<file path="config.mk">
export PLATFORM = sky130hd
export DESIGN_NAME = apd_port
export DESIGN_NICKNAME = d
export VERILOG_FILES = /design/src/common/apd_pkg.sv /design/src/rtl/apd_port.sv
export SDC_FILE = /design/constraint.sdc
export NUM_CORES = 1
export LEC_CHECK = 0
export BUFFER_PORTS_ARGS = -buffer_cell sky130_fd_sc_hd__buf_2
export CAP_MARGIN = 15
export CORE_MARGIN = 4
export CORE_UTILIZATION = 34
export CTS_CLUSTER_DIAMETER = 30
export DETAILED_ROUTE_END_ITERATION = 10
export RECOVER_POWER = 100
export SETUP_SLACK_MARGIN = 0.5
export SYNTH_ARGS = -nofsm -noshare
export SYNTH_HDL_FRONTEND = slang
export SYNTH_SLANG_ARGS = --single-unit
</file>
<file path="constraint.sdc">
create_clock -name mclk -period 4.1 [get_ports mclk]
set_clock_uncertainty 0.2 [all_clocks]
set_input_delay 0.615 -clock mclk [delete_from_list [all_inputs] [get_ports mclk]]
set_output_delay 0.615 -clock mclk [all_outputs]
set_load 0.01 [all_outputs]
</file>
<file path="src/common/apd_pkg.sv">
// Shared constants and types for the ATA host port decode block
package apd_pkg;
  // Clock and first power-up busy period
  localparam int unsigned MCLK_HZ     = 25_000_000;
  localparam int unsigned INIT_TIME_S = 7;
  localparam int unsigned INIT_CYCLES = INIT_TIME_S * MCLK_HZ;
  localparam int unsigned CNT_W       = 28;
  // Host register select values
  localparam logic [2:0] TF_DATA     = 3'h0;
  localparam logic [2:0] TF_FEATURE  = 3'h1;
  localparam logic [2:0] TF_COMMAND  = 3'h7;
  localparam logic [2:0] ALT_CTRL    = 3'h6;
  localparam int unsigned TF_LBA_LO  = 3;
  // Command codes
  localparam logic [7:0] CMD_PIN_FUNC = 8'h8B;
  localparam logic [7:0] CMD_SET_FEAT = 8'hEF;
  localparam logic [7:0] FEAT_8BIT_ON = 8'h01;
  localparam logic [7:0] FEAT_8BIT_OFF = 8'h81;
  // Status and error values
  localparam logic [7:0] ST_READY   = 8'h50;
  localparam logic [7:0] ST_BUSY    = 8'h80;
  localparam logic [7:0] ST_REJECT  = 8'h51;
  localparam logic [7:0] ERR_REJECT = 8'h04;
  localparam logic [7:0] ERR_NONE   = 8'h00;
  localparam int unsigned ST_DRQ_BIT = 3;
  localparam int unsigned SRST_BIT   = 2;
  // Default geometry
  localparam logic [15:0] GEO_CYL    = 16'd14173;
  localparam logic [7:0]  GEO_HEADS  = 8'd16;
  localparam logic [7:0]  GEO_SECT   = 8'd63;
  localparam logic [31:0] GEO_MAXLBA = 32'd14286384;
  // Register bus offsets
  localparam logic [7:0] RB_CTRL    = 8'h00;
  localparam logic [7:0] RB_CMD     = 8'h04;
  localparam logic [7:0] RB_TFSTAT  = 8'h08;
  localparam logic [7:0] RB_DATA    = 8'h0C;
  localparam logic [7:0] RB_GEOM    = 8'h10;
  localparam logic [7:0] RB_MAXLBA  = 8'h14;
  localparam logic [7:0] RB_ZCFG    = 8'h18;
  localparam logic [7:0] RB_UNLOCK  = 8'h1C;
  localparam logic [7:0] RB_ZONE    = 8'h20;
  localparam logic [7:0] RB_KEY     = 8'h40;
  localparam int unsigned ZONES     = 4;
  localparam int unsigned SYNC_W    = 26;

  typedef enum logic [2:0] {
    ACC_NONE, ACC_TF, ACC_DATA, ACC_CTRL, ACC_INVALID
  } apd_acc_t;

  typedef enum logic [2:0] {
    S_LOAD, S_INIT, S_IDLE, S_BUSY, S_PDOWN
  } apd_state_t;
endpackage : apd_pkg

</file>
<file path="src/rtl/apd_port.sv">
// Device-side ATA host port: decode, pin modes, zones and diagnostic link
//
// Design decisions made here: the register addresses and the strobed register port.
`timescale 1ns/1ps
module apd_port #(
  parameter int unsigned INIT_CYCLES = apd_pkg::INIT_CYCLES
) (
  input  wire logic        mclk,
  input  wire logic        rst_n,
  input  wire logic        ce,
  input  wire logic        primary_block_select_n,
  input  wire logic        alternate_block_select_n,
  input  wire logic        io_read_strobe_n,
  input  wire logic        io_write_strobe_n,
  input  wire logic [2:0]  register_select_bits,
  input  wire logic [7:0]  upper_data_byte_in,
  input  wire logic [7:0]  lower_data_byte_in,
  output logic      [7:0]  upper_data_byte_out,
  output logic      [7:0]  lower_data_byte_out,
  output logic             upper_data_byte_oe_n,
  output logic             lower_data_byte_oe_n,
  input  wire logic        protect_powerdown_pin_n,
  input  wire logic        diag_serial_clock,
  input  wire logic        diag_serial_in,
  output logic             diag_serial_out,
  input  wire logic        nv_pd_mode,
  input  wire logic        nv_init_done,
  output logic             nv_wr,
  output logic             nv_pd_mode_out,
  output logic             nv_init_done_out,
  input  wire logic [7:0]  reg_addr,
  input  wire logic [31:0] reg_wdata,
  input  wire logic        reg_wr,
  input  wire logic        reg_rd,
  output logic      [31:0] reg_rdata
);

  // Decode of the host selects and register address
  function automatic apd_pkg::apd_acc_t decode(
    input logic       cs1_n,
    input logic       cs3_n,
    input logic [2:0] a
  );
    if (cs1_n && cs3_n) begin
      decode = apd_pkg::ACC_NONE;
    end else if (!cs1_n && !cs3_n) begin
      decode = apd_pkg::ACC_INVALID;
    end else if (!cs1_n) begin
      decode = (a == apd_pkg::TF_DATA) ? apd_pkg::ACC_DATA
                                       : apd_pkg::ACC_TF;
    end else begin
      decode = (a == apd_pkg::ALT_CTRL) ? apd_pkg::ACC_CTRL
                                        : apd_pkg::ACC_NONE;
    end
  endfunction : decode

  function automatic logic is_destructive(input logic [7:0] c);
    unique case (c)
      8'hCA, 8'hCB, 8'h35, 8'hC5, 8'h39, 8'h30, 8'h31,
      8'h3C, 8'hC0, 8'h50: is_destructive = 1'b1;
      default:             is_destructive = 1'b0;
    endcase
  endfunction : is_destructive

  function automatic logic is_read_cmd(input logic [7:0] c);
    unique case (c)
      8'h20, 8'h21, 8'h24, 8'h25, 8'h29, 8'hC4, 8'hC8,
      8'hC9, 8'h40, 8'h41, 8'h42: is_read_cmd = 1'b1;
      default:                   is_read_cmd = 1'b0;
    endcase
  endfunction : is_read_cmd

  // Two-flop synchroniser for every pin input
  logic [apd_pkg::SYNC_W-1:0] pin_raw;
  logic [apd_pkg::SYNC_W-1:0] sync1_r;
  logic [apd_pkg::SYNC_W-1:0] sync2_r;
  logic [apd_pkg::SYNC_W-1:0] sync1_nxt;
  logic [apd_pkg::SYNC_W-1:0] sync2_nxt;

  assign pin_raw = {primary_block_select_n, alternate_block_select_n,
                    io_read_strobe_n, io_write_strobe_n,
                    register_select_bits, protect_powerdown_pin_n,
                    diag_serial_clock, diag_serial_in,
                    upper_data_byte_in, lower_data_byte_in};

  always_comb begin
    sync1_nxt = ce ? pin_raw : sync1_r;
    sync2_nxt = ce ? sync1_r : sync2_r;
  end

  always_ff @(posedge mclk or negedge rst_n) begin
    if (!rst_n) begin
      sync1_r <= {apd_pkg::SYNC_W{1'b1}};
      sync2_r <= {apd_pkg::SYNC_W{1'b1}};
    end else begin
      sync1_r <= sync1_nxt;
      sync2_r <= sync2_nxt;
    end
  end

  logic        s_cs1_n, s_cs3_n, s_rd_n, s_wr_n, s_pin_n, s_dclk, s_din;
  logic [2:0]  s_addr;
  logic [15:0] s_data;
  assign {s_cs1_n, s_cs3_n, s_rd_n, s_wr_n, s_addr, s_pin_n,
          s_dclk, s_din, s_data} = sync2_r;

  apd_pkg::apd_acc_t acc;
  assign acc = decode(s_cs1_n, s_cs3_n, s_addr);

  // Main state
  apd_pkg::apd_state_t state_r, state_nxt;
  logic [7:0]  tf_r [1:6];
  logic [7:0]  tf_nxt [1:6];
  logic [7:0]  status_r, status_nxt, error_r, error_nxt, cmd_r, cmd_nxt;
  logic [7:0]  devctl_r, devctl_nxt;
  logic        pending_r, pending_nxt, wide8_r, wide8_nxt;
  logic        pd_mode_r, pd_mode_nxt;
  logic        wr_prev_r, wr_prev_nxt, rd_prev_r, rd_prev_nxt;
  logic [15:0] host_word_r, host_word_nxt, fw_word_r, fw_word_nxt;
  logic        host_wvalid_r, host_wvalid_nxt, host_rdone_r, host_rdone_nxt;
  logic [apd_pkg::CNT_W-1:0] cnt_r, cnt_nxt;
  logic        nv_wr_r, nv_wr_nxt, nv_pd_r, nv_pd_nxt;
  logic        nv_done_r, nv_done_nxt;
  logic [7:0]  zcfg_r, zcfg_nxt;
  logic [27:0] zlo_r [apd_pkg::ZONES];
  logic [27:0] zhi_r [apd_pkg::ZONES];
  logic [27:0] zlo_nxt [apd_pkg::ZONES];
  logic [27:0] zhi_nxt [apd_pkg::ZONES];
  logic [31:0] key_r, key_nxt;
  logic        unlocked_r, unlocked_nxt;
  logic [31:0] rdata_r, rdata_nxt;
  logic [7:0]  dhi_r, dhi_nxt, dlo_r, dlo_nxt;
  logic        oehi_n_r, oehi_n_nxt, oelo_n_r, oelo_n_nxt;

  // Zone hits against the task-file LBA
  logic [27:0] lba;
  logic [apd_pkg::ZONES-1:0] zone_hit, zone_hidden;
  assign lba = {tf_r[6][3:0], tf_r[5], tf_r[4], tf_r[apd_pkg::TF_LBA_LO]};

  for (genvar gi = 0; gi < apd_pkg::ZONES; gi++) begin : g_zone
    // Bit 2i enables, bit 2i+1 hides the zone; password lifts both
    assign zone_hit[gi] = zcfg_r[2*gi] && !unlocked_r &&
                          lba >= zlo_r[gi] && lba <= zhi_r[gi];
    assign zone_hidden[gi] = zone_hit[gi] && zcfg_r[2*gi+1];
  end

  logic pin_asserted;
  assign pin_asserted = !s_pin_n;

  logic wr_end, rd_end;
  assign wr_end = !wr_prev_r && s_wr_n;
  assign rd_end = !rd_prev_r && s_rd_n;

  always_comb begin
    logic [7:0] c;
    c = tf_r[apd_pkg::TF_FEATURE];
    state_nxt       = state_r;
    tf_nxt          = tf_r;
    status_nxt      = status_r;
    error_nxt       = error_r;
    cmd_nxt         = cmd_r;
    devctl_nxt      = devctl_r;
    pending_nxt     = pending_r;
    wide8_nxt       = wide8_r;
    pd_mode_nxt     = pd_mode_r;
    wr_prev_nxt     = s_wr_n;
    rd_prev_nxt     = s_rd_n;
    host_word_nxt   = host_word_r;
    fw_word_nxt     = fw_word_r;
    host_wvalid_nxt = host_wvalid_r;
    host_rdone_nxt  = host_rdone_r;
    cnt_nxt         = cnt_r;
    nv_wr_nxt       = 1'b0;
    nv_pd_nxt       = nv_pd_r;
    nv_done_nxt     = nv_done_r;
    zcfg_nxt        = zcfg_r;
    zlo_nxt         = zlo_r;
    zhi_nxt         = zhi_r;
    key_nxt         = key_r;
    unlocked_nxt    = unlocked_r;
    rdata_nxt       = rdata_r;

    // Firmware side of the register port
    if (reg_wr) begin
      unique case (reg_addr)
        apd_pkg::RB_CTRL: begin
          if (reg_wdata[0] && state_r == apd_pkg::S_BUSY) begin
            pending_nxt = 1'b0;
            state_nxt   = apd_pkg::S_IDLE;
          end
          if (reg_wdata[1]) host_wvalid_nxt = 1'b0;
          if (reg_wdata[2]) host_rdone_nxt = 1'b0;
        end
        apd_pkg::RB_TFSTAT: begin
          status_nxt = reg_wdata[7:0];
          error_nxt  = reg_wdata[15:8];
        end
        apd_pkg::RB_DATA:   fw_word_nxt = reg_wdata[15:0];
        apd_pkg::RB_ZCFG:   zcfg_nxt = reg_wdata[7:0];
        apd_pkg::RB_UNLOCK: unlocked_nxt = (reg_wdata == key_r);
        apd_pkg::RB_KEY: begin
          key_nxt      = reg_wdata;
          unlocked_nxt = 1'b0;
        end
        default: begin
          for (int i = 0; i < apd_pkg::ZONES; i++) begin
            if (reg_addr == apd_pkg::RB_ZONE + 8'(8 * i))
              zlo_nxt[i] = reg_wdata[27:0];
            if (reg_addr == apd_pkg::RB_ZONE + 8'(8 * i + 4))
              zhi_nxt[i] = reg_wdata[27:0];
          end
        end
      endcase
    end

    if (reg_rd) begin
      unique case (reg_addr)
        apd_pkg::RB_CTRL: rdata_nxt = {24'h0, state_r, wide8_r,
                                       pd_mode_r, pending_r,
                                       host_wvalid_r, host_rdone_r};
        apd_pkg::RB_CMD:    rdata_nxt = {24'h0, cmd_r};
        apd_pkg::RB_TFSTAT: rdata_nxt = {16'h0, error_r, status_r};
        apd_pkg::RB_DATA:   rdata_nxt = {16'h0, host_word_r};
        apd_pkg::RB_GEOM:   rdata_nxt = {apd_pkg::GEO_CYL,
                                         apd_pkg::GEO_HEADS,
                                         apd_pkg::GEO_SECT};
        apd_pkg::RB_MAXLBA: rdata_nxt = apd_pkg::GEO_MAXLBA;
        apd_pkg::RB_ZCFG:   rdata_nxt = {24'h0, zcfg_r};
        apd_pkg::RB_UNLOCK: rdata_nxt = {31'h0, unlocked_r};
        default: begin
          rdata_nxt = 32'h0;
          for (int i = 0; i < apd_pkg::ZONES; i++) begin
            if (reg_addr == apd_pkg::RB_ZONE + 8'(8 * i))
              rdata_nxt = {4'h0, zlo_r[i]};
            if (reg_addr == apd_pkg::RB_ZONE + 8'(8 * i + 4))
              rdata_nxt = {4'h0, zhi_r[i]};
          end
        end
      endcase
    end

    // Host writes complete on the rising edge of the write strobe
    if (wr_end) begin
      unique case (acc)
        apd_pkg::ACC_TF: begin
          if (s_addr != apd_pkg::TF_COMMAND) begin
            tf_nxt[s_addr] = s_data[7:0];
          end else if (state_r == apd_pkg::S_IDLE) begin
            cmd_nxt   = s_data[7:0];
            error_nxt = apd_pkg::ERR_NONE;
            if (s_data[7:0] == apd_pkg::CMD_PIN_FUNC) begin
              pd_mode_nxt = c[0];
              nv_pd_nxt   = c[0];
              nv_wr_nxt   = 1'b1;
              status_nxt  = apd_pkg::ST_READY;
            end else if (s_data[7:0] == apd_pkg::CMD_SET_FEAT &&
                         (c == apd_pkg::FEAT_8BIT_ON ||
                          c == apd_pkg::FEAT_8BIT_OFF)) begin
              wide8_nxt  = (c == apd_pkg::FEAT_8BIT_ON);
              status_nxt = apd_pkg::ST_READY;
            end else if ((is_destructive(s_data[7:0]) &&
                          ((!pd_mode_r && pin_asserted) ||
                           (|zone_hit))) ||
                         (is_read_cmd(s_data[7:0]) && (|zone_hidden))) begin
              status_nxt = apd_pkg::ST_REJECT;
              error_nxt  = apd_pkg::ERR_REJECT;
            end else begin
              pending_nxt = 1'b1;
              status_nxt  = apd_pkg::ST_BUSY;
              state_nxt   = apd_pkg::S_BUSY;
            end
          end
        end
        apd_pkg::ACC_DATA: begin
          if (status_r[apd_pkg::ST_DRQ_BIT]) begin
            host_word_nxt = wide8_r ? {8'h00, s_data[7:0]}
                                    : s_data;
            host_wvalid_nxt = 1'b1;
          end
        end
        apd_pkg::ACC_CTRL: begin
          devctl_nxt = s_data[7:0];
          if (s_data[apd_pkg::SRST_BIT] && state_r != apd_pkg::S_INIT &&
              state_r != apd_pkg::S_LOAD &&
              !(state_r == apd_pkg::S_PDOWN && pin_asserted)) begin
            state_nxt   = apd_pkg::S_IDLE;
            pending_nxt = 1'b0;
            status_nxt  = apd_pkg::ST_READY;
            error_nxt   = apd_pkg::ERR_NONE;
          end
        end
        default: ;
      endcase
    end

    if (rd_end && acc == apd_pkg::ACC_DATA) host_rdone_nxt = 1'b1;

    // Sequencing of pin modes and the first power-up
    unique case (state_r)
      apd_pkg::S_LOAD: begin
        pd_mode_nxt = nv_pd_mode;
        nv_pd_nxt   = nv_pd_mode;
        nv_done_nxt = nv_init_done;
        cnt_nxt     = '0;
        status_nxt  = nv_init_done ? apd_pkg::ST_READY : apd_pkg::ST_BUSY;
        state_nxt   = nv_init_done ? apd_pkg::S_IDLE : apd_pkg::S_INIT;
      end
      apd_pkg::S_INIT: begin
        status_nxt = apd_pkg::ST_BUSY;
        if (cnt_r == apd_pkg::CNT_W'(INIT_CYCLES - 1)) begin
          nv_done_nxt = 1'b1;
          nv_wr_nxt   = 1'b1;
          status_nxt  = apd_pkg::ST_READY;
          state_nxt   = apd_pkg::S_IDLE;
        end else begin
          cnt_nxt = cnt_r + 1'b1;
        end
      end
      apd_pkg::S_BUSY: begin
        if (pd_mode_r && pin_asserted) begin
          pending_nxt = 1'b0;
          state_nxt   = apd_pkg::S_PDOWN;
        end
      end
      apd_pkg::S_PDOWN: pending_nxt = 1'b0;
      default: ;
    endcase
  end

  // Host read drive: bytes released unless a valid read is in progress
  always_comb begin
    oehi_n_nxt = 1'b1;
    oelo_n_nxt = 1'b1;
    dhi_nxt    = 8'h00;
    dlo_nxt    = 8'h00;
    if (!s_rd_n) begin
      unique case (acc)
        apd_pkg::ACC_TF: begin
          oelo_n_nxt = 1'b0;
          dlo_nxt = (s_addr == apd_pkg::TF_COMMAND) ? status_r :
                    (s_addr == apd_pkg::TF_FEATURE) ? error_r :
                    tf_r[s_addr];
        end
        apd_pkg::ACC_DATA: begin
          oelo_n_nxt = 1'b0;
          oehi_n_nxt = wide8_r;
          dlo_nxt    = fw_word_r[7:0];
          dhi_nxt    = fw_word_r[15:8];
        end
        apd_pkg::ACC_CTRL: begin
          oelo_n_nxt = 1'b0;
          dlo_nxt    = status_r;
        end
        default: ;
      endcase
    end
  end

  always_ff @(posedge mclk or negedge rst_n) begin
    if (!rst_n) begin
      state_r       <= apd_pkg::S_LOAD;
      tf_r          <= '{default: 8'h00};
      status_r      <= apd_pkg::ST_BUSY;
      error_r       <= apd_pkg::ERR_NONE;
      cmd_r         <= 8'h00;
      devctl_r      <= 8'h00;
      pending_r     <= 1'b0;
      wide8_r       <= 1'b0;
      pd_mode_r     <= 1'b0;
      wr_prev_r     <= 1'b1;
      rd_prev_r     <= 1'b1;
      host_word_r   <= 16'h0000;
      fw_word_r     <= 16'h0000;
      host_wvalid_r <= 1'b0;
      host_rdone_r  <= 1'b0;
      cnt_r         <= '0;
      nv_wr_r       <= 1'b0;
      nv_pd_r       <= 1'b0;
      nv_done_r     <= 1'b0;
      zcfg_r        <= 8'h00;
      zlo_r         <= '{default: 28'h0};
      zhi_r         <= '{default: 28'h0};
      key_r         <= 32'h0000_0000;
      unlocked_r    <= 1'b0;
      rdata_r       <= 32'h0000_0000;
      dhi_r         <= 8'h00;
      dlo_r         <= 8'h00;
      oehi_n_r      <= 1'b1;
      oelo_n_r      <= 1'b1;
    end else if (ce) begin
      state_r       <= state_nxt;
      tf_r          <= tf_nxt;
      status_r      <= status_nxt;
      error_r       <= error_nxt;
      cmd_r         <= cmd_nxt;
      devctl_r      <= devctl_nxt;
      pending_r     <= pending_nxt;
      wide8_r       <= wide8_nxt;
      pd_mode_r     <= pd_mode_nxt;
      wr_prev_r     <= wr_prev_nxt;
      rd_prev_r     <= rd_prev_nxt;
      host_word_r   <= host_word_nxt;
      fw_word_r     <= fw_word_nxt;
      host_wvalid_r <= host_wvalid_nxt;
      host_rdone_r  <= host_rdone_nxt;
      cnt_r         <= cnt_nxt;
      nv_wr_r       <= nv_wr_nxt;
      nv_pd_r       <= nv_pd_nxt;
      nv_done_r     <= nv_done_nxt;
      zcfg_r        <= zcfg_nxt;
      zlo_r         <= zlo_nxt;
      zhi_r         <= zhi_nxt;
      key_r         <= key_nxt;
      unlocked_r    <= unlocked_nxt;
      rdata_r       <= rdata_nxt;
      dhi_r         <= dhi_nxt;
      dlo_r         <= dlo_nxt;
      oehi_n_r      <= oehi_n_nxt;
      oelo_n_r      <= oelo_n_nxt;
    end
  end

  // Diagnostic serial link: last two bits of the byte in select the byte shifted out
  logic       dclk_prev_r, dclk_prev_nxt;
  logic [2:0] dbit_r, dbit_nxt;
  logic [7:0] din_sh_r, din_sh_nxt, dout_sh_r, dout_sh_nxt;
  logic [1:0] dsel_r, dsel_nxt;

  always_comb begin
    dclk_prev_nxt = s_dclk;
    dbit_nxt      = dbit_r;
    din_sh_nxt    = din_sh_r;
    dout_sh_nxt   = dout_sh_r;
    dsel_nxt      = dsel_r;
    if (s_dclk && !dclk_prev_r) begin
      din_sh_nxt = {din_sh_r[6:0], s_din};
      dbit_nxt   = dbit_r + 1'b1;
      if (dbit_r == 3'h7) begin
        dsel_nxt = din_sh_r[0] ? {1'b1, s_din} : {1'b0, s_din};
        unique case (dsel_nxt)
          2'h0: dout_sh_nxt = status_r;
          2'h1: dout_sh_nxt = error_r;
          2'h2: dout_sh_nxt = cmd_r;
          2'h3: dout_sh_nxt = {1'b0, state_r, nv_done_r, pd_mode_r,
                               wide8_r, pending_r};
        endcase
      end else begin
        dout_sh_nxt = {dout_sh_r[6:0], 1'b0};
      end
    end
  end

  always_ff @(posedge mclk or negedge rst_n) begin
    if (!rst_n) begin
      dclk_prev_r <= 1'b1;
      dbit_r      <= 3'h0;
      din_sh_r    <= 8'h00;
      dout_sh_r   <= 8'h00;
      dsel_r      <= 2'h0;
    end else if (ce) begin
      dclk_prev_r <= dclk_prev_nxt;
      dbit_r      <= dbit_nxt;
      din_sh_r    <= din_sh_nxt;
      dout_sh_r   <= dout_sh_nxt;
      dsel_r      <= dsel_nxt;
    end
  end

  assign upper_data_byte_out  = dhi_r;
  assign lower_data_byte_out  = dlo_r;
  assign upper_data_byte_oe_n = oehi_n_r;
  assign lower_data_byte_oe_n = oelo_n_r;
  assign diag_serial_out      = dout_sh_r[7];
  assign nv_wr                = nv_wr_r;
  assign nv_pd_mode_out       = nv_pd_r;
  assign nv_init_done_out     = nv_done_r;
  assign reg_rdata            = rdata_r;
endmodule : apd_port

</file>
# Word-level counts from Yosys, hierarchy flattened
# Index checks and enable logic that the tools add are counted.
# W data, S select, Z words.
# classes
n_reduce_logical	87
bitwise	4
eq_ne	62
n_mux	127
magnitude_cmp	10
add_sub_neg	2
# ops
cell	n
$pmux W32 S8	1
$mux W32	7
$mux W8	26
$eq A8 B6 Y1 const B	18
$ge A28 B28 Y1	4
$le A28 B28 Y1	4
$eq A8 B8 Y1 const B	10
$mux W28	2
$pmux W28 S2	1
$mux W1	53
$mux W3	17
$bwmux W48	1
$pmux W8 S2	3
$reduce_and A4 Y1	11
$eq A8 B7 Y1 const B	5
$logic_and A1 B1 Y1	33
$eq A32 B32 Y1	1
$eq A8 B5 Y1 const B	4
$pmux W8 S4	1
$add A28 B1 Y28 const B	1
$eq A28 B28 Y1 const B	1
$bmux W8 S3	1
$demux W8 S3	1
$pmux W8 S3	1
other kinds (39)	85
# totals
ff_bits	524
out_inout_bits	54
word_cells	336
input_bits	73

# Logic depth before layout (Yosys ltp)
# Gate-level depths: netlist (run 1).
# logic_depth
ltp_word	20
depth_mapped	11
ltp_nobuf	11

# Least setup slack after synthesis (run 1)
# Ideal clock, no wire load.
# synth_timing
path_type	reg2reg
start	register tf_r (netlist bit lba[15])
end	register error_r[2]
required_time_ns	3.774
setup_ns	0.126
arrival_ns	2.680
path_slack_ns	1.094
stages_incl_launch_ff	11
n_path_buf	0
path_cell_list	dfrtp_1 > ha_1 > a21oi_1 > o21ai_1 > a221o_1 > a2111o_1 > o221ai_2 > o32ai_1 > nor4_2 > nand2_1 > a221o_1
# synth_between
elab_chain_cells	14
word_cells_on_any_way	33
cone_classes	8 x order compare; 7 x mux; 18 x reduce/logical
# synth_lines
item	line	text
start, declared	apd_port.sv:112	logic [7:0] tf_r [1:6];
start signal, assigned	apd_port.sv:392	tf_r <= tf_nxt;
$ge A28 B28 Y1	apd_port.sv:143	lba >= zlo_r[gi] && lba <= zhi_r[gi];
$logic_and A1 B1 Y1	apd_port.sv:142	assign zone_hit[gi] = zcfg_r[2*gi] && !unlocked_r &&
$logic_and A1 B1 Y1	apd_port.sv:143	
$reduce_or A4 Y1 / $logic_and A1 B1 Y1 (equally long branches)	apd_port.sv:263, apd_port.sv:144	
$logic_or A1 B1 Y1 / $reduce_or A4 Y1 (equally long branches)	apd_port.sv:262, apd_port.sv:264	
$logic_and A1 B1 Y1 (on tied branches)	apd_port.sv:261, apd_port.sv:264	
$logic_or A1 B1 Y1 *	apd_port.sv:263	(|zone_hit))) ||
$mux W3 *	apd_port.sv:261	end else if ((is_destructive(s_data[7:0]) &&
$mux W3 *	apd_port.sv:256	end else if (s_data[7:0] == apd_pkg::CMD_SET_FEAT &&
$mux W3 *	apd_port.sv:251	if (s_data[7:0] == apd_pkg::CMD_PIN_FUNC) begin
$mux W8 *	apd_port.sv:248	end else if (state_r == apd_pkg::S_IDLE) begin
$mux W8 *	apd_port.sv:246	if (s_addr != apd_pkg::TF_COMMAND) begin
$pmux W8 S2 *	apd_port.sv:244	unique case (acc)
$mux W8 *	apd_port.sv:243	if (wr_end) begin
end signal, assigned	apd_port.sv:364	error_r <= apd_pkg::ERR_NONE;
end signal, assigned	apd_port.sv:394	error_r <= error_nxt;
end, declared	apd_port.sv:114	logic [7:0] status_r, status_nxt, error_r, error_nxt, cmd_r, cmd_nxt;
# Mark *: on every way between the ends. The rest lies on a longest branch, timed or not.
# A chain may end at the register's enable or synchronous reset.

# Final worst setup path (run 1)
# layout_timing
start	input port reg_addr[1]
end	register fw_word_r[1]
# layout_between
elab_chain_cells	2
# layout_lines
item	line	text
start, declared	apd_port.sv:31	input wire logic [7:0] reg_addr,
$eq A8 B4 Y1	apd_port.sv:185	unique case (reg_addr)
$reduce_and A3 Y1 (no line)	--	
end signal, assigned	apd_port.sv:403	fw_word_r <= fw_word_nxt;
end, declared	apd_port.sv:119	logic [15:0] host_word_r, host_word_nxt, fw_word_r, fw_word_nxt;
# No other way between the ends.

==> results.cfg, run 1 <==
[drt]
finalWirelength_microns = 109000
drt_iter0_markers = 2570
via_per_inst = 5.68
routed_wire_length_per_instance_microns = 26.2
ant_nets = 0
drc = 0
vias = 23600
first_pass_iters = 7

[timing]
whs_ps = 61.3
setup_viol = 0
rsz0062_at_grt = no
worst_pin_slew_ps = 2640
fmax_ghz = 0.260
slew_headroom_pct = -76.2
timing.setup.tns_ps = 0
fin_crit_ps = 3840
finalHoldViolCount = 0
drv_slew = 144
fin_crit_sh_pct = 93.7

[power_and_ir_drop]
ir_drop_mv = 0.382
powerDensity_nw_per_um2 = 556
p_leak_nw = 16.0
fin_total_pwr_mw = 19.9

[cts]
clk_pin_slew_worst_paths_ps = 50
cts_sinks = 521
clk_path_buf_depth = 3
clockRootBuffer = clkbuf_16
htree_levels = 3
clk_latency_ps = 690
cts_buffers = 119
cts_tree = done

[global_routing]
grt_pass1_vias = 23100
grt-ovfl-total = 0
grt_pass1_wl_microns = 160000
grt_max_degree = 85
antenna_found_initial = 13
track_usage_pct = 23.8

[synth]
synth-seq-cells = 521
syn_inst = 2675
synth.distinct_cells = 83
netlist_top_cells_area = dfrtp_1 (40%), mux2_2 (15%), ha_1 (9.8%)
ys_seq_area_share_pct = 45.3
async_flop_share_pct = 100
synth_commonest_cells = dfrtp_1 (463), mux2_2 (387), inv_1 (235), ha_1 (227), nand2_1 (159)
syn-cell-area_sq_um = 29000
synth_top_area_share_pct = 40.0
synth_edf_count = 0
ys_warn_count = 0
synth.most_common_cell = dfrtp_1
ys.flop_type = dfrtp_1
syn_avg_cell_area_sq_um = 10.8
synth_top_area_cell = dfrtp_1

[run]
maxCapViolCount = 3

[worst_setup_path]
arrival_ps = 4180
worst-path-max-fanout = 17
end_kind = flip-flop
cp-start-kind = input pin
criticalPathCategory = input pin to flip-flop
required_ps = 4430

[place]
io_buffers = 124
dpl.hpwl_microns = 78600
gp_congestion = 0.967

[cells_and_area]
nets = 3219
syn_to_final_growth_pct = 23.8
drive_gt1_share_pct = 28.8

[floorplanning]
fp.dieH_microns = 300
core-area_sq_um = 84100
die_width_microns = 300
ios = 127
placement_rows = 106
start_util_pct = 34.4
die_area_sq_um = 89900

[run_status]
status = finished, violations left
violations = capacitance limit, slew limit

[worst_hold_path]
hold_class = input pin to flip-flop
==> critical path, stage by stage <==
cell and delay (ps):
clkbuf_1 100, nor3b_1 540, nand2_1 280, nor2_1 160
clkbuf_1 980, nand2_1 950, mux2_2 540
==> through the flow <==
stage	worst slack, ps	instances	cell area, sq um	utilization [%]
6_report	258	4162	35800	42.6
3_5_place_dp	418	3893	31300	37.3
3_3_place_gp	448	3893	31300	37.3
2_1_floorplan	1090	2676	29000	-
4_1_cts	502	4151	36000	42.8
5_1_grt	253	4159	35800	42.6
==> layout by cell type (no fill, tap or decap), types with 26 or more instances in the layout <==
cell	n
clkbuf_16	121
buf_4	65
a221oi_1	57
clkbuf_1	81
xnor2_1	36
ha_1	227
dfrtp_1	445
inv_1	235
buf_2	68
a21oi_1	122
dfstp_2	55
nand4_1	60
a31oi_1	26
nand2_1	162
dlygate4sd3_1	32
o21ai_0	103
nor2_1	135
a22oi_1	36
clkinv_2	29
nand3_1	63
mux2_2	386
a22o_1	26
==> cells by family after synthesis <==
family          Yosys count  synth area share, %
mux                     404                 15.9
fa+ha+maj               227                 9.81
simple gates            564                 9.77
buf+inv                 372                 4.96
flops                   521                 45.3
compound gates          531                 12.6
other cells               1               0.0129
xor+xnor                 55                 1.66
==> state kept, by name, indices dropped and copies added (netlist names), 3 cells and up <==
signal and count:
zlo_r 112, lower_data_byte_out 8, dout_sh_r 8, reg_rdata 29, key_r 32, dbit_r 3
error_r 8, cmd_r 8, sync1_r 26, status_r 8, lba 28, zhi_r 112
cnt_r 28, host_word_r 16, state_r 3, upper_data_byte_out 8, tf_r 20, sync2_r 26
zcfg_r 8, fw_word_r 16
==> cell type report <==
class / instances / area, sq um
tap: 1134 / 1420
multi-input combinational: 1783 / 14400
clock buffer: 150 / 3340
fill: 8154 / 48200
timing repair buffer: 257 / 1670
antenna: 4 / 10.0
clock inverter: 76 / 935
sequential: 521 / 13100
inverter: 237 / 893
==> layer usage <==
layer  global-route usage, %  up-vias  share of wire, %
li1                        -    10300                 -
met1                    33.4    11900                43
met2                    35.5     1160                43
met3                    6.47      237                10
met4                    8.42       10               3.7
met5                       0        -             0.059
==> repair_timing <==
action / CTS / global route
endpoints found under the setup margin: 6 / 7
buffers inserted: 0 / 7
pin swaps: 0 / 3
gates cloned: 0 / 0
hold endpoints to repair: 101 / 0
hold buffers: 32 / 0
gates resized for setup: 8 / 25
==> worst paths after layout <==
check	start	endpoint	slack, ps	cells after the start
setup / recovery	reg_addr[1]	fw_word_r[1]	260	7
hold / removal	nv_pd_mode	nv_pd_mode_out	60	3
setup reg to reg	lba[25]	error_r[2]	380	11
hold reg to reg	dout_sh_r[6]	dout_sh_r[6]	280	2
max in group asynchronous	rst_n	zhi_r[104]	710	3
min in group asynchronous	rst_n	zlo_r[30]	1130	2
==> power by group <==
| part | switching, mW | internal, mW |
|---|---|---|
| clock | 3.19 | 6.76 |
| sequential | 0.589 | 5.59 |
| combinational | 2.26 | 1.53 |
(Power assumes the default switching activity.)
==> inputs of run 2 (changes only) <==
- clock period: 4.1 -> 4.6 ns (I/O delays scaled with it)
==> run 2 against run 1 <==
The flow still finishes with violations (capacitance limit, slew limit). Routed wire length fell by 2.5%. Via count is 2.2% lower. Global-route usage shrank 0.57 points. Combinational power down 18%. Critical path depth increased by 1. Count of clock-buffer cells in the layout decreased by 4. Power is 14% lower. Non-clock buffer count shrank 57. Highest routed layer unchanged.
==> results.cfg, run 2 (synthesized netlist as in run 1, its figures left out) <==
[cells_and_area]
final_common_cell = dfrtp_1
stdcell_area_sq_um = 35100
multi_input_area_sq_um = 14400
nets = 3160
final_util_pct = 41.7
ff_latch_area_sq_um = 13100
n_fill_cell = 8165
drive_gt1_share_pct = 27.1
final_cell_mix = dfrtp_1 (463), mux2_2 (387), inv_1 (236)
top_regs = zhi_r x112, zlo_r x112, key_r x32
layout.cells.non_filler = 4101
syn_to_final_growth_pct = 21.1

[drt]
first_pass_iters = 7
drt_iter0_markers = 2440
finalWirelength_microns = 106000
ant_nets = 0
drc = 0
routed_wire_length_per_instance_microns = 25.9
via_per_inst = 5.64
vias = 23100

[worst_hold_path]
whs_path_depth = 2
hold_class = input pin to flip-flop
holdPathEnd = sync1_r[2]
hp-start = lower_data_byte_in[2]

[timing]
setup_viol = 0
fmax_ghz = 0.243
rsz0062_at_grt = no
timing.final.ws_setup_ps = 486
whs_ps = 34.8
fin_crit_ps = 4110
drv_slew = 198
fin_crit_sh_pct = 89.4
timing.setup.tns_ps = 0
slew_headroom_pct = -106
finalHoldViolCount = 0
worst_pin_slew_ps = 3090

[power_and_ir_drop]
powerDensity_nw_per_um2 = 490
p_leak_nw = 15.6
fin_total_pwr_mw = 17.2
ir_drop_mv = 0.370

[cts]
ctsResizeCount = 0
clk_pin_slew_worst_paths_ps = 50
clockRootBuffer = clkbuf_16
htree_levels = 3
cts_sinks = 521
cts_tree = done
clk_latency_ps = 700
clk_path_buf_depth = 3
cts_buffers = 117

[worst_setup_path]
required_ps = 5020
r2r_slack_ps = 490
max_stage_delay_ps = 1170
end_kind = flip-flop
path_cells = clkbuf_1 -> nor3_1 -> o21ai_1 -> a21o_1 -> a21oi_1 -> o21ai_0 -> a21oi_1 -> a21oi_1
criticalPathCategory = flip-flop to flip-flop
reg2reg_from = sync2_r[19]
worst-path-buf-inv = 1
cp_slowest_cell = clkbuf_1
cpMostUsedCell = a21oi_1
cp-start-kind = flip-flop
r2r_end = status_r[7]
arrival_ps = 4530
r2r_cells = 8
crit_family = compound AO/OA/AOI/OAI gates
worst-path-max-fanout = 27

[global_routing]
grt_pass1_vias = 23000
track_usage_pct = 23.3
grt_pass1_wl_microns = 156000
antenna_found_initial = 17
grt-ovfl-total = 0
grt_max_degree = 107

[place]
placedInstanceArea_sq_um = 31100
place_inst = 3869
dpl.hpwl_microns = 76600
gp_congestion = 0.974
io_buffers = 124
pre_cts_ws_ps = 837

[run_status]
violations = capacitance limit, slew limit
status = finished, violations left

[floorplanning]
placement_rows = 106
die_width_microns = 300
start_util_pct = 34.4
core-area_sq_um = 84100
ios = 127
die_area_sq_um = 89900
fp.dieH_microns = 300

[run]
maxCapViolCount = 5
run 2: area by class of cell:
class                           count  area share (%)
Multi-Input combinational cell   1783            41.1
Clock inverter                     75            2.64
Timing Repair Buffer              200            3.20
Antenna cell                        5          0.0357
Clock buffer                      146            9.09
Sequential cell                   521            37.4
Tap cell                         1134            4.05
Inverter                          237            2.54
run 2: power breakdown:
part / internal, mW / switching [mW] / leakage [nW]
registers: 4.97 / 0.582 / 6.92
clock network: 5.66 / 2.88 / 1.95
logic: 1.23 / 1.87 / 6.75
total: 11.9 / 5.32 / 15.6
run 2: metal layers:
layer	up-vias	part of all wire (%)	global-route usage [%]
met5	-	0.061	0
met4	10	4.0	8.50
met3	258	10	6.25
met2	1099	43	34.5
met1	11600	43	32.6
li1	10200	-	-
run 2: repair_timing:
item	CTS	global route
setup buffers	0	0
hold endpoints to repair	93	0
hold buffers	6	0
run 2: worst max path at each step:
stage | from | end | slack, ps | cells after the start
CTS | lba[23] | error_r[2] | 840 | 9
global route | rst_n | zlo_r[58] | 390 | 3
floorplan | lba[15] | error_r[2] | 1590 | 10
finish | sync2_r[19] | status_r[7] | 490 | 8
detailed placement | lba[23] | error_r[2] | 840 | 9
global placement | lba[23] | error_r[2] | 860 | 9
